<file path="src/iobf_pkg.sv">
// Functional notes
// - Commands and responses share one block layout on every link.
// - Byte zero holds total block length including itself and checksum.
// - Packet bytes sit at positions one through length minus three.
// - Checksum is CRC-16, polynomial 0x8005, over count and packet bytes.
// - CRC starts at zero per block and must equal transmitted checksum.
// - Checksum low byte goes first; high byte ends the block.
// - Length mismatch with command yields an error or drops surplus bytes.
// - After the last input byte the device is busy and ignores input.
// - Bad checksum yields a four-byte block with status 0xFF, no execution.
package iobf_pkg;
  localparam logic [15:0] IOBF_CRC_POLY  = 16'h8005;
  localparam logic [15:0] IOBF_CRC_INIT  = 16'h0000;
  localparam logic [7:0]  IOBF_MIN_COUNT = 8'h04;
  localparam logic [7:0]  IOBF_MAX_COUNT = 8'h54;
  localparam logic [7:0]  IOBF_ERR_COUNT = 8'h04;
  localparam logic [7:0]  IOBF_ST_CRC    = 8'hff;
  localparam logic [7:0]  IOBF_ST_PARSE  = 8'h03;
  localparam int          IOBF_CNT_W     = 7;

  typedef enum logic [2:0] {
    IOBF_RX, IOBF_BUSY, IOBF_TX_CNT, IOBF_TX_PKT, IOBF_TX_CLO, IOBF_TX_CHI
  } iobf_state_t;

  // Bitwise CRC update: each byte enters LSB first against the top register bit.
  function automatic logic [15:0] iobf_crc_byte(input logic [15:0] crc,
                                                input logic [7:0]  d);
    logic [15:0] c;
    c = crc;
    for (int i = 0; i < 8; i++) begin
      if (c[15] ^ d[i]) begin
        c = {c[14:0], 1'b0} ^ IOBF_CRC_POLY;
      end else begin
        c = {c[14:0], 1'b0};
      end
    end
    return c;
  endfunction
endpackage

</file>
<file path="src/iobf_framer.sv">
module iobf_framer
  import iobf_pkg::*;
#(
  parameter int MAX_PKT = 81
) (
  input  wire logic       clk,
  input  wire logic       rst_n,
  input  wire logic       rxValid,
  input  wire logic [7:0] rxData,
  input  wire logic       rxAbort,
  output logic            cmdValid,
  output logic [7:0]      cmdData,
  output logic            cmdLast,
  output logic            cmdStart,
  output logic            busy,
  output logic            crcError,
  input  wire logic       exeDone,
  input  wire logic       rspValid,
  input  wire logic [7:0] rspData,
  input  wire logic       rspLast,
  output logic            rspReady,
  input  wire logic       txReady,
  output logic            txValid,
  output logic [7:0]      txData,
  output logic            txLast
);
  // The largest block leaves room for 81 packet bytes beside count and checksum.
  if (MAX_PKT < 1 || MAX_PKT > 81) begin : gen_bad_max_pkt
    $error("MAX_PKT out of range");
  end

  iobf_state_t             state_reg;
  logic [IOBF_CNT_W-1:0]   rxIdx_reg;
  logic [IOBF_CNT_W-1:0]   rxCount_reg;
  logic [15:0]             crc_reg;
  logic [7:0]              crcLo_reg;
  logic                    errBlock_reg;
  logic [7:0]              pkt_reg [MAX_PKT];
  logic [IOBF_CNT_W-1:0]   pktLen_reg;
  logic [IOBF_CNT_W-1:0]   txIdx_reg;
  logic [15:0]             txCrc_reg;
  logic [7:0]              txByte;
  logic                    txFire;
  logic                    rxLastByte;

  assign txFire     = txValid && txReady;
  // Index zero is the count byte, which can never close a block.
  assign rxLastByte = rxValid && (state_reg == IOBF_RX) && rxIdx_reg != '0 &&
                      rxIdx_reg == rxCount_reg - 7'(1);

  // Receive side: count byte, packet bytes passed through, checksum checked.
  always_ff @(posedge clk or negedge rst_n) begin
    if (!rst_n) begin
      rxIdx_reg   <= '0;
      rxCount_reg <= '0;
      crc_reg     <= IOBF_CRC_INIT;
      crcLo_reg   <= '0;
      crcError    <= 1'b0;
      cmdValid    <= 1'b0;
      cmdData     <= '0;
      cmdLast     <= 1'b0;
      cmdStart    <= 1'b0;
    end else begin
      cmdValid <= 1'b0;
      cmdLast  <= 1'b0;
      cmdStart <= 1'b0;
      if (state_reg != IOBF_RX || rxAbort) begin
        rxIdx_reg <= '0;
        crc_reg   <= IOBF_CRC_INIT;
      end else if (rxValid) begin
        rxIdx_reg <= rxIdx_reg + 7'(1);
        if (rxIdx_reg == '0) begin
          rxCount_reg <= rxData[IOBF_CNT_W-1:0];
          crcError    <= 1'b0;
          crc_reg     <= iobf_crc_byte(IOBF_CRC_INIT, rxData);
        end else if (rxIdx_reg < rxCount_reg - 7'(2)) begin
          crc_reg  <= iobf_crc_byte(crc_reg, rxData);
          cmdValid <= 1'b1;
          cmdData  <= rxData;
          cmdLast  <= (rxIdx_reg == rxCount_reg - 7'(3));
        end else if (rxIdx_reg == rxCount_reg - 7'(2)) begin
          crcLo_reg <= rxData;
        end
        if (rxLastByte) begin
          crcError <= (crc_reg != {rxData, crcLo_reg});
          cmdStart <= (crc_reg == {rxData, crcLo_reg});
        end
      end
    end
  end

  // Sequencing: receive, busy while executing, then emit the response block.
  always_ff @(posedge clk or negedge rst_n) begin
    if (!rst_n) begin
      state_reg    <= IOBF_RX;
      errBlock_reg <= 1'b0;
      busy         <= 1'b0;
    end else begin
      unique case (state_reg)
        IOBF_RX: begin
          if (rxLastByte) begin
            busy         <= 1'b1;
            errBlock_reg <= (crc_reg != {rxData, crcLo_reg});
            state_reg    <= (crc_reg != {rxData, crcLo_reg}) ? IOBF_TX_CNT : IOBF_BUSY;
          end
        end
        IOBF_BUSY: if (exeDone) state_reg <= IOBF_TX_CNT;
        IOBF_TX_CNT: if (txFire) state_reg <= (pktLen_reg != '0) ? IOBF_TX_PKT : IOBF_TX_CLO;
        IOBF_TX_PKT: if (txFire && txIdx_reg == pktLen_reg - 7'(1)) state_reg <= IOBF_TX_CLO;
        IOBF_TX_CLO: if (txFire) state_reg <= IOBF_TX_CHI;
        IOBF_TX_CHI: begin
          if (txFire) begin
            state_reg <= IOBF_RX;
            busy      <= 1'b0;
          end
        end
        default: state_reg <= IOBF_RX;
      endcase
    end
  end

  // Response capture; a checksum failure replaces it with the 0xFF status.
  always_ff @(posedge clk or negedge rst_n) begin
    if (!rst_n) begin
      pktLen_reg <= '0;
      rspReady   <= 1'b0;
    end else begin
      rspReady <= (state_reg == IOBF_BUSY);
      if (state_reg == IOBF_RX && rxLastByte) begin
        pktLen_reg <= '0;
        if (crc_reg != {rxData, crcLo_reg}) begin
          pktLen_reg <= 7'(1);
        end
      end else if (state_reg == IOBF_BUSY && rspReady && rspValid &&
                   pktLen_reg < 7'(MAX_PKT)) begin
        pktLen_reg <= pktLen_reg + 7'(1);
      end
    end
  end

  // The response store has no reset; pktLen_reg alone says which entries are live.
  always_ff @(posedge clk) begin
    if (state_reg == IOBF_RX && rxLastByte) begin
      pkt_reg[0] <= IOBF_ST_CRC;
    end else if (state_reg == IOBF_BUSY && rspReady && rspValid &&
                 pktLen_reg < 7'(MAX_PKT)) begin
      pkt_reg[pktLen_reg] <= rspData;
    end
  end

  // Transmit side builds count, packet and CRC low-then-high.
  always_comb begin
    unique case (state_reg)
      IOBF_TX_CNT: txByte = {1'b0, pktLen_reg} + 8'(3);
      IOBF_TX_PKT: txByte = pkt_reg[txIdx_reg];
      IOBF_TX_CLO: txByte = txCrc_reg[7:0];
      IOBF_TX_CHI: txByte = txCrc_reg[15:8];
      default:     txByte = 8'h00;
    endcase
  end

  always_ff @(posedge clk or negedge rst_n) begin
    if (!rst_n) begin
      txIdx_reg <= '0;
      txCrc_reg <= IOBF_CRC_INIT;
      txValid   <= 1'b0;
      txData    <= '0;
      txLast    <= 1'b0;
    end else begin
      if (state_reg == IOBF_BUSY || state_reg == IOBF_RX) begin
        txIdx_reg <= '0;
        txCrc_reg <= IOBF_CRC_INIT;
        txValid   <= 1'b0;
        txLast    <= 1'b0;
      end else if (txFire) begin
        // One idle cycle per byte lets the next byte come from the state the fire leads to.
        txValid <= 1'b0;
        if (state_reg == IOBF_TX_PKT) txIdx_reg <= txIdx_reg + 7'(1);
        if (state_reg == IOBF_TX_CNT || state_reg == IOBF_TX_PKT) begin
          txCrc_reg <= iobf_crc_byte(txCrc_reg, txData);
        end
      end else if (!txValid) begin
        txValid <= 1'b1;
        txData  <= txByte;
        txLast  <= (state_reg == IOBF_TX_CHI);
      end
    end
  end

  // Checks on what the block itself drives.
  AST_BUSY_AFTER_LAST: assert property (@(posedge clk) disable iff (!rst_n)
    rxLastByte |=> busy)
    else $error("busy not raised after last byte");

  AST_CRC_FAIL_NO_EXEC: assert property (@(posedge clk) disable iff (!rst_n)
    crcError |-> !cmdStart)
    else $error("command started despite checksum failure");

  AST_CMD_LAST_IN_BYTE: assert property (@(posedge clk) disable iff (!rst_n)
    cmdLast |-> cmdValid)
    else $error("cmdLast raised without cmdValid");

  AST_NO_CMD_WHILE_BUSY: assert property (@(posedge clk) disable iff (!rst_n)
    busy |-> !cmdValid && !rxLastByte)
    else $error("input accepted while busy");

  AST_TX_HOLDS: assert property (@(posedge clk) disable iff (!rst_n)
    txValid && !txReady |=> txValid && $stable(txData) && $stable(txLast))
    else $error("transmit byte changed before it was taken");

  AST_TX_COUNT_LEGAL: assert property (@(posedge clk) disable iff (!rst_n)
    txValid && state_reg == IOBF_TX_CNT |->
      txData >= IOBF_MIN_COUNT && txData <= IOBF_MAX_COUNT)
    else $error("response count byte out of range");

  AST_CRC_FAIL_STATUS: assert property (@(posedge clk) disable iff (!rst_n)
    txValid && errBlock_reg && state_reg == IOBF_TX_PKT |-> txData == IOBF_ST_CRC)
    else $error("checksum failure reply does not carry the failure status");

  AST_RSP_ONLY_WHEN_BUSY: assert property (@(posedge clk) disable iff (!rst_n)
    rspReady |-> busy)
    else $error("response taken while not busy");
endmodule

</file>
<file path="config.mk">
export PLATFORM = sky130hd
export DESIGN_NAME = iobf_framer
export DESIGN_NICKNAME = d
export VERILOG_FILES = /design/src/iobf_pkg.sv /design/src/iobf_framer.sv
export SDC_FILE = /design/constraint.sdc
export NUM_CORES = 1
export LEC_CHECK = 0
export BUFFER_PORTS_ARGS = -buffer_cell sky130_fd_sc_hd__buf_2
export CAP_MARGIN = 10
export CORE_MARGIN = 4
export CORE_UTILIZATION = 40
export DETAILED_ROUTE_END_ITERATION = 16
export PLACE_DENSITY = 0.54
export SETUP_SLACK_MARGIN = 0.5
export SLEW_MARGIN = 40
export SYNTH_ARGS = -nofsm -noshare
export SYNTH_HDL_FRONTEND = slang
export SYNTH_SLANG_ARGS = --single-unit
</file>
<file path="constraint.sdc">
create_clock -name clk -period 4.6 [get_ports clk]
set_input_delay 0.23 -clock clk [delete_from_list [all_inputs] [get_ports clk]]
set_output_delay 0.23 -clock clk [all_outputs]
set_load 0.01 [all_outputs]
</file>
==> run_results.csv, run 1 <==
group,metric,value,unit
clock_network,cts_tree,"done",
outcome,status,"finished clean",
place,routabilityCongestion,0.793,
floorplanning,die-height,287,um
routing,wire_per_inst,25.1,um
power_and_ir_drop,peakVddDrop,0.000265,V
routing,drtIter0Drc,1417,
synthesis,synth-async-reset-ratio,0.128,
synthesis,netlist.area_leader.share,0.623,
routing,wl,74600,um
synthesis,seq_area_frac_synth,0.699,
finish,synthToLayoutAreaGrowth,14.3,%
finish,area.sequential,0.0218,sq mm
critical_path,setup.worst_path.class,"reg2reg",
clock_network,clkTransAtPathRegs,0.06,ns
critical_path,crit_fanout,11,
critical_path,worst-path-stages,8,
grt,use_met3,0.0294,
synthesis,synth_edf_count,648,
critical_path,critPathSlowestCell,"nor2_1",
place,port_buffers,46,
grt,grt_usage,0.182,
synthesis,synth.area.top_cells,"edfxtp_1 62%, mux4_2 12%, dfrtp_1 7.6%",
grt,grt_pass1_wl,112000,um
clock_network,root_buffer,"clkbuf_16",
min_path,hp-class,"in2async",
finish,fill_cells,6607,
routing,drcViolationCount,0,
place,post-place-cells,2819,
finish,final_cells,2971,
routing,vias_per_cell,5.52,
critical_path,worst_ep_arrival_time,4.01,ns
finish,antenna_cells,0,
synthesis,syn_area,0.0312,sq mm
finish,largest_reg_flops,648,
synthesis,yosys.area.top_type,"edfxtp_1",
clock_network,clockBufferDepth,3,
critical_path,required,4.87,ns
floorplanning,die_w,287,um
floorplanning,initial_utilization,0.403,
synthesis,yosysUniqueCellTypes,73,
sta,fin_skew,0.0208,ns
synthesis,synth_ff_type,"edfxtp_1",
finish,finalNetCount,1914,
sta,hold_violations,0,
synthesis,syn_nets,1807,
clock_network,cts_sinks,743,
grt,grt-ovfl-total,0,
synthesis,ys_ff_latch,743,
synthesis,synth_warnings,0,
sta,maxSlewViolCount,0,
clock_network,clk-insertion-delay-late,0.64,ns
sta,finalCritPeriodShare,0.814,
critical_path,cp-start-kind,"register",
sta,setup_viol,0,
power_and_ir_drop,power_density,473,mW/mm^2
routing,dr.pass1.iters,7,
clock_network,htreeDepth,3,
floorplanning,core_area,0.0775,sq mm
power_and_ir_drop,leakagePower,13.1,nW
job,maxCapViolCount,0,
sta,fin_crit,3.74,ns
sta,fmax,267,MHz
critical_path,cp_top_family,"simple AND/OR/NAND/NOR gates",
synthesis,avgSynthCellArea,17.7,sq um
critical_path,crit_buf_inv,1,
routing,vias,16400,
sta,final.setup.tns,0,ns
floorplanning,fp-row-count,102,
finish,multi_input_area,0.00892,sq mm
clock_network,cts_setup_buffers,0,
grt,busiest_layer,"met2",
finish,layout_commonest_cell,"edfxtp_1",
sta,tightest_slew,0.873,ns
sta,slew-limit-headroom,0.416,
critical_path,crit_path_end_kind,"register",
critical_path,crit_chain,"inv_1 -> ha_1 -> a21boi_0 -> xnor2_1 -> or3_1 -> or4_4 -> and2_1 -> nor2_1",
finish,final_cell_mix,"648 x edfxtp_1, 168 x mux4_2, 106 x nor2_1, 91 x dfrtp_1, 80 x clkbuf_16",
critical_path,r2r_cells,8,
clock_network,cts_buffers,80,
grt,use_met1,0.259,
sta,rsz0062_at_grt,"false",
floorplanning,ios,48,
grt,use_met2,0.295,
grt,grt_start_max_net_pins,82,
floorplanning,die-area,0.0826,sq mm
grt,antenna_found_initial,0,
place,hpwl,46400,um
finish,drive_gt1_frac,0.237,
routing,ant_nets,0,
grt,grt_pass1_vias,16700,
critical_path,max_stage_delay,0.69,ns
synthesis,syn_inst,1765,
-- metal layers --
metal / vias to the layer above / wire, um
li1: 7206 / -
met1: 8679 / 33400
met2: 413 / 35800
met3: 88 / 3870
met4: 0 / 1450
met5: - / 0
-- path summary, 6_finish.rpt --
kind | start | to | slack (ns)
min in group clk | rxAbort | rxIdx_reg[0] | 0.15
hold reg to reg | state_reg[1] | rspReady | 0.45
hold / removal | rst_n | txCrc_reg[5] | 0.15
setup / recovery | rxCount_reg[2] | pkt_reg[56][1] | 0.86
max in group asynchronous | rst_n | crc_reg[14] | 3.29
setup reg to reg | rxCount_reg[2] | pkt_reg[56][1] | 0.86
-- power by group --
part           switching (mW)  internal [mW]  total (mW)
combinational            1.56           1.24        2.81
clock                    2.63           3.69        6.32
sequential              0.304           7.46        7.77
total                    4.49           12.4        16.9
-- cell families (layout without fill, tap and decap cells) --
logic type / Yosys count / in the layout / synth area share
AO/OA/AOI/OAI: 169 / 169 / 0.0369
buffers and inverters: 125 / 291 / 0.0187
AND/OR/NAND/NOR: 334 / 334 / 0.0521
flip-flops: 743 / 743 / 0.699
multiplexers: 265 / 265 / 0.153
XOR/XNOR: 111 / 111 / 0.0327
adder cells (fa/ha/maj): 18 / 18 / 0.00721
-- layout make-up --
class / count / area share
flip-flops and latches: 743 / 0.612
inverters: 15 / 0.00158
well taps: 1040 / 0.0364
multi-input cells: 897 / 0.250
clock inverters: 35 / 0.0130
clock buffers: 106 / 0.0588
repair buffers: 135 / 0.0288
-- metrics by stage --
step | hold WS, ns | area (sq um) | util | power [mW] | setup WS (ns)
finish | 0.150 | 35700 | 0.461 | 16.9 | 0.857
global route | 0.186 | 35700 | 0.461 | 17.6 | 0.691
CTS | 0.110 | 35700 | 0.461 | 17.0 | 0.825
detailed placement | 0.289 | 33000 | 0.426 | 10.7 | 0.859
global placement | 0.276 | 32900 | 0.425 | 10.7 | 0.915
floorplan | -0.0656 | 31200 | - | 9.90 | 1.52
-- synthesized netlist by cell type, types with 4 or more instances --
| library cell | instances |
|---|---|
| a211oi_1 | 6 |
| buf_6 | 8 |
| and3_1 | 10 |
| o31ai_1 | 4 |
| nand3_1 | 19 |
| mux4_2 | 168 |
| and2_1 | 4 |
| o22ai_1 | 7 |
| o211ai_1 | 4 |
| a21o_1 | 10 |
| nor2b_1 | 14 |
| nand2_1 | 67 |
| nor2_1 | 119 |
| o21ai_0 | 35 |
| nand4_1 | 14 |
| a221oi_1 | 4 |
| buf_2 | 22 |
| mux2_1 | 8 |
| edfxtp_1 | 648 |
| xor2_1 | 46 |
| xnor2_1 | 61 |
| nor3_1 | 22 |
| buf_4 | 7 |
| or3_1 | 10 |
| nor3b_1 | 5 |
| ha_1 | 18 |
| buf_1 | 11 |
| dfrtp_1 | 95 |
| nand2b_1 | 17 |
| o2bb2ai_1 | 4 |
| a21oi_1 | 28 |
| a22oi_1 | 22 |
| o21ai_1 | 6 |
| inv_1 | 13 |
| clkbuf_1 | 62 |
| mux2_2 | 21 |
| o2111ai_1 | 4 |
| mux2i_1 | 68 |
| a22o_1 | 4 |
| nor4_1 | 9 |
| nor4b_1 | 5 |
-- timing repair --
| item | 4_1_cts | 5_1_grt |
|---|---|---|
| hold buffers | 11 | 0 |
| endpoints found under the hold margin | 69 | 0 |
| resized for setup | 0 | 0 |
Note: power is estimated with default switching activity, not from simulation.
==> run 2: changes to the inputs <==
--- a/config.mk
+++ b/config.mk
@@ -5,12 +5,13 @@
 export SDC_FILE = /design/constraint.sdc
 export NUM_CORES = 1
 export LEC_CHECK = 0
+export ABC_AREA = 1
 export BUFFER_PORTS_ARGS = -buffer_cell sky130_fd_sc_hd__buf_2
 export CAP_MARGIN = 10
 export CORE_MARGIN = 4
 export CORE_UTILIZATION = 40
 export DETAILED_ROUTE_END_ITERATION = 16
-export PLACE_DENSITY = 0.54
+export PLACE_DENSITY = 0.56
 export SETUP_SLACK_MARGIN = 0.5
 export SLEW_MARGIN = 40
 export SYNTH_ARGS = -nofsm -noshare
==> constraint.sdc (replaced) <==
create_clock -name clk -period 3.4 [get_ports clk]
set_input_delay 0.17 -clock clk [delete_from_list [all_inputs] [get_ports clk]]
set_output_delay 0.17 -clock clk [all_outputs]
set_load 0.01 [all_outputs]
==> run_results.csv, run 2 <==
group,metric,value,unit
grt,grt_pass1_wl,130000,um
synthesis,ys_ff_latch,743,
synthesis,synth-async-reset-ratio,0.128,
floorplanning,fp-row-count,103,
finish,postLayoutCoreUtil,0.466,
critical_path,reg2reg_from,"txIdx_reg[0]",
synthesis,synth_warnings,0,
clock_network,clk-insertion-delay-late,0.62,ns
sta,fmax,363,MHz
sta,final.setup.tns,0,ns
power_and_ir_drop,swShare,0.311,
routing,drtIter0Drc,2114,
power_and_ir_drop,pwr-share-comb,0.236,
synthesis,netlist.area_leader.share,0.610,
critical_path,crit_path_end_kind,"register",
routing,dr.pass1.iters,5,
synthesis,synth_common_cells,"648 x edfxtp_1, 501 x nor2_1, 379 x o21ai_0",
power_and_ir_drop,p_int,17.2,mW
synthesis,syn_nets,2843,
finish,final_cell_mix,"648 x edfxtp_1, 488 x nor2_1, 379 x o21ai_0, 316 x nand2_1, 118 x inv_1",
routing,vias_per_cell,5.45,
grt,grt_start_max_net_pins,101,
floorplanning,ios,48,
critical_path,max_stage_delay,0.59,ns
finish,largest_reg_flops,648,
grt,grt-ovfl-total,0,
sta,whs,0.0347,ns
power_and_ir_drop,pwr-share-seq,0.420,
synthesis,syn_area,0.0319,sq mm
place,hpwl,53000,um
sta,fin_ws,0.646,ns
finish,layout_commonest_cell,"edfxtp_1",
critical_path,crit_fanout,100,
clock_network,htreeDepth,3,
grt,antenna_found_initial,2,
power_and_ir_drop,p_sw,7.77,mW
critical_path,cp-start-kind,"register",
critical_path,critPathSlowestCell,"dfrtp_4",
finish,final_cells,4014,
power_and_ir_drop,peakVddDrop,0.000523,V
power_and_ir_drop,power_density,679,mW/mm^2
power_and_ir_drop,clockPowerShare,0.345,
routing,drcViolationCount,0,
finish,finalNetCount,2945,
routing,vias,21900,
place,port_buffers,46,
synthesis,yosysUniqueCellTypes,57,
grt,grt_pass1_vias,21400,
power_and_ir_drop,leakagePower,14.4,nW
critical_path,worst_ep_arrival_time,3.25,ns
routing,wire_per_inst,21.2,um
clock_network,clkTransAtPathRegs,0.06,ns
sta,maxSlewViolCount,0,
clock_network,cts_sinks,743,
critical_path,crit_top_cell,"nand2_1",
sta,hold_violations,0,
critical_path,r2r_end,"txData[0]",
clock_network,cts_buffers,77,
synthesis,synth_edf_count,648,
critical_path,crit_chain,"buf_12 -> nor2_1 -> nor2_1 -> o21ai_0 -> o21ai_0 -> o211ai_1 -> nand2_1 -> nand2_1 -> nand2_1 -> inv_1 -> nand2_1 -> nand2_1 -> nand2_1 -> nand2_1 -> nand2_1 -> nand2_1 -> nand2_1",
place,postPlaceCellArea,0.0339,sq mm
sta,setup_viol,0,
sta,tightest_slew,0.844,ns
sta,rsz0062_at_grt,"false",
job,maxCapViolCount,0,
min_path,min_from,"rxData[4]",
floorplanning,die-area,0.0843,sq mm
synthesis,seq_area_frac_synth,0.685,
synthesis,synth_ff_type,"edfxtp_1",
sta,slew-limit-headroom,0.435,
synthesis,synth.area.top_cells,"edfxtp_1 61%, dfrtp_1 7.5%, o21ai_0 5.9%",
clock_network,root_buffer,"clkbuf_16",
outcome,status,"finished clean",
floorplanning,die_w,290,um
routing,ant_nets,0,
routing,wl,85100,um
min_path,hold_end,"crc_reg[4]",
critical_path,r2r_cells,17,
sta,fin_skew,0.0273,ns
min_path,hp-class,"in2reg",
synthesis,avgSynthCellArea,11.4,sq um
finish,drive_gt1_frac,0.119,
sta,fin_crit,2.75,ns
finish,final_area,0.0368,sq mm
floorplanning,initial_utilization,0.404,
floorplanning,core_area,0.0790,sq mm
place,post-place-cells,3861,
power_and_ir_drop,total_power,25.0,mW
grt,grt_usage,0.197,
clock_network,clockBufferDepth,3,
synthesis,synth.most_common_cell,"edfxtp_1",
critical_path,required,3.89,ns
sta,finalCritPeriodShare,0.810,
clock_network,cts_tree,"done",
min_path,holdPathStages,4,
synthesis,syn_inst,2801,
place,routabilityCongestion,0.941,
synthesis,yosys.area.top_type,"edfxtp_1",
place,place_ws,0.311,ns
critical_path,ff2ff_setup_slack,0.65,ns
finish,fill_cells,7133,
floorplanning,die-height,290,um
finish,synthToLayoutAreaGrowth,15.3,%
critical_path,setup.worst_path.class,"reg2reg",
[run 2: worst max-delay path, delay by kind of cell (launching register included)]
family,cells,cell delay (ns)
simple gates,12,1.08
compound gates,3,0.61
flops,1,0.59
buf+inv,2,0.32
[run 2: kinds of logic after synthesis]
| kind of cell | count (synthesis) | synth area share |
|---|---|---|
| buffers and inverters | 296 | 0.0385 |
| AOI/OAI and AO/OA | 663 | 0.118 |
| DFF | 743 | 0.685 |
| and+or+nand+nor | 1019 | 0.135 |
| xor gates and xnor gates | 62 | 0.0170 |
| adders and majority gates | 18 | 0.00706 |
[run 2: layer usage]
metal	up-vias	GRT usage	wire [um]
met1	10800	0.279	37800
li1	10200	-	-
met4	2	0.0553	1850
met2	698	0.320	40500
met3	121	0.0282	4950
met5	-	0	13
[run 2: worst max path at each step]
| stage | start | to | slack (ns) | cells past startpoint |
|---|---|---|---|---|
| 3_5_place_dp | state_reg[2] | pkt_reg[33][0] | 0.31 | 10 |
| 4_1_cts | state_reg[2] | pkt_reg[79][5] | 0.50 | 10 |
| 3_3_place_gp | state_reg[2] | pkt_reg[33][0] | 0.40 | 10 |
| 6_report | txIdx_reg[0] | txData[0] | 0.65 | 17 |
| 5_1_grt | rxCount_reg[3] | crc_reg[9] | 0.51 | 16 |
| 2_1_floorplan | rxCount_reg[1] | pkt_reg[40][0] | 0.83 | 12 |
[run 2: layout make-up]
type                    instances  area, sq um  area share
repair inverters                1         7.51    0.000204
multi-input cells            1762         8930       0.243
flip-flops and latches        743        21800       0.594
repair buffers                180         1560      0.0423
clock inverters                40          489      0.0133
inverters                     138          549      0.0149
clock buffers                  99         2080      0.0566
diodes                          1         2.50   0.0000680
well taps                    1050         1310      0.0357
[run 2: repair_timing]
action / 4_1_cts / 5_1_grt
pin swaps: 0 / 1
hold endpoints to repair: 74 / 0
resized for setup: 9 / 26
setup buffers: 0 / 2
setup endpoints to repair: 102 / 501
cloned: 0 / 2
hold buffers: 9 / 0
[run 2: power by group through the flow]
stage               Sequential [mW]  Combinational, mW  Clock (mW)
finish                         10.5               5.89        8.61
CTS                            10.5               5.79        8.79
global placement               10.6               5.68           0
global route                   10.5               6.60        9.21
floorplan                      10.5               4.18           0
detailed placement             10.6               5.75           0
==> run 3: changes to the inputs <==
--- a/config.mk
+++ b/config.mk
@@ -5,13 +5,13 @@
 export SDC_FILE = /design/constraint.sdc
 export NUM_CORES = 1
 export LEC_CHECK = 0
-export ABC_AREA = 1
+export ABC_AREA = 0
 export BUFFER_PORTS_ARGS = -buffer_cell sky130_fd_sc_hd__buf_2
 export CAP_MARGIN = 10
 export CORE_MARGIN = 4
 export CORE_UTILIZATION = 40
 export DETAILED_ROUTE_END_ITERATION = 16
-export PLACE_DENSITY = 0.56
+export PLACE_DENSITY = 0.54
 export SETUP_SLACK_MARGIN = 0.5
 export SLEW_MARGIN = 40
 export SYNTH_ARGS = -nofsm -noshare
==> constraint.sdc (replaced) <==
create_clock -name clk -period 2.55 [get_ports clk]
set_input_delay 0.1275 -clock clk [delete_from_list [all_inputs] [get_ports clk]]
set_output_delay 0.1275 -clock clk [all_outputs]
set_load 0.01 [all_outputs]
==> run_results.csv, run 3 (synthesis results as in run 1) <==
group,metric,value,unit
outcome,status,"finished with violations",
outcome,violations,"negative setup slack",
finish,finalNetCount,2191,
critical_path,crit_start,"txIdx_reg[0]",
min_path,hp-class,"in2async",
power_and_ir_drop,leakagePower,15.4,nW
sta,final.setup.tns,-3.58,ns
power_and_ir_drop,power_density,790,mW/mm^2
clock_network,cts_sinks,743,
clock_network,htreeDepth,3,
sta,hold_violations,0,
grt,grt_start_max_net_pins,82,
critical_path,cp_top_family,"multiplexers",
floorplanning,core_area,0.0775,sq mm
finish,postLayoutCoreUtil,0.524,
finish,final_cell_mix,"648 x edfxtp_1, 168 x mux4_2, 160 x buf_4, 92 x clkbuf_16, 88 x dfrtp_1",
clock_network,root_buffer,"clkbuf_16",
critical_path,crit_buf_inv,3,
grt,use_met1,0.277,
floorplanning,initial_utilization,0.403,
critical_path,crit_fanout,12,
floorplanning,die_w,287,um
power_and_ir_drop,total_power,32.1,mW
clock_network,clockBufferDepth,3,
critical_path,r2r_cells,9,
place,place_ws,-0.195,ns
sta,rsz0062_at_grt,"true",
place,port_buffers,46,
finish,antenna_cells,0,
sta,fin_skew,0.0221,ns
clock_network,clkTransAtPathRegs,0.06,ns
grt,busiest_layer,"met2",
sta,fin_ws,-0.111,ns
grt,grt-ovfl-total,0,
sta,slew-limit-headroom,0.548,
floorplanning,die-area,0.0826,sq mm
critical_path,max_stage_delay,0.52,ns
sta,fin_crit,2.66,ns
place,hpwl,51400,um
grt,grt_pass1_wl,120000,um
grt,use_met3,0.0387,
routing,dr.pass1.iters,7,
finish,largest_reg_flops,648,
finish,synthToLayoutAreaGrowth,30.0,%
routing,wire_per_inst,25.8,um
place,routabilityCongestion,0.827,
clock_network,cts_buffers,79,
floorplanning,fp-row-count,102,
clock_network,cts_tree,"done",
finish,layout_commonest_cell,"edfxtp_1",
sta,setup_viol,59,
floorplanning,ios,48,
grt,antenna_found_initial,1,
power_and_ir_drop,peakVddDrop,0.000444,V
clock_network,clk-insertion-delay-late,0.64,ns
routing,wl,83700,um
job,maxCapViolCount,0,
critical_path,worst_ep_arrival_time,3.16,ns
critical_path,r2r_end,"txData[0]",
critical_path,cp-start-kind,"register",
routing,drcViolationCount,0,
finish,drive_gt1_frac,0.409,
critical_path,ff2ff_setup_slack,-0.11,ns
sta,maxSlewViolCount,0,
floorplanning,die-height,287,um
grt,use_met2,0.310,
sta,tightest_slew,0.676,ns
critical_path,critPathSlowestCell,"mux4_2",
routing,ant_nets,0,
routing,vias_per_cell,5.48,
critical_path,reg2reg_from,"txIdx_reg[0]",
routing,drtIter0Drc,1329,
critical_path,setup.worst_path.class,"reg2reg",
routing,vias,17800,
sta,fmax,376,MHz
sta,finalCritPeriodShare,1.04,
critical_path,required,3.05,ns
critical_path,crit_path_end_kind,"register",
critical_path,crit_chain,"buf_12 -> buf_12 -> buf_4 -> mux4_2 -> mux4_2 -> mux2i_1 -> nor2_1 -> a2111oi_4 -> o21ai_1",
grt,grt_pass1_vias,18300,
grt,grt_usage,0.196,
## run 3: cell types whose count changed in the layout (fill, tap and decap cells not counted), sizes merged, moves of 55 or more
cell	before	now
o211ai	59	4
o22ai	103	7
mux2i	0	68
nand3	106	19
nor2	511	119
mux4	0	168
nand2	325	67
buf	170	389
o21ai	398	41
inv	132	16
## run 3: worst max path at each step
stage                                end  slack (ns)  cells after the start
after floorplan           pkt_reg[11][0]       -0.17                      7
after global placement      crcLo_reg[0]       -0.16                     10
after detailed placement    crcLo_reg[0]       -0.20                     10
after CTS                   crcLo_reg[3]       -0.08                     10
after global routing        crcLo_reg[3]       -0.22                     10
final                          txData[0]       -0.11                      9
## run 3: cell type report
type,instances,area [sq um]
fill,6191,36900
multi-input combinational,897,10200
tap,1040,1300
inverter,15,66.3
clock inverter,36,359
sequential,743,21800
clock buffer,104,2140
timing repair buffer,413,4660
## run 3: timing repair
| item | CTS | global route |
|---|---|---|
| setup endpoints to repair | 1352 | 1364 |
| pin swaps | 51 | 46 |
| buffers inserted | 38 | 27 |
| hold buffers | 11 | 0 |
| gates resized for setup | 357 | 131 |
| gates cloned | 6 | 18 |
| hold endpoints to repair | 121 | 0 |
## run 3: power breakdown
group	internal (mW)	switching [mW]
clock network	6.46	4.74
logic	3.46	3.57
registers	13.5	0.401
total	23.4	8.71
## run 3: per-stage QoR
step	hold WS (ns)	cell area [sq um]	std cells
2_1_floorplan	-0.168	31600	1765
3_3_place_gp	0.147	34900	3008
3_5_place_dp	0.153	34900	3008
4_1_cts	0.0292	39500	3203
5_1_grt	0.0553	40600	3248
6_report	0.0311	40600	3248
## run 3: worst register-to-register path, delay by kind of cell, from the launching register on
kind            cells  cell delay (ns)
compound gates      2             0.34
mux                 3             1.12
simple gates        1             0.09
flops               1             0.51
buf+inv             3             0.46
## run 3: metal layers
metal | share of wire | wire [um]
met5 | 0 | 0
met4 | 0.023 | 1950
met3 | 0.065 | 5430
met2 | 0.47 | 39400
met1 | 0.44 | 36900
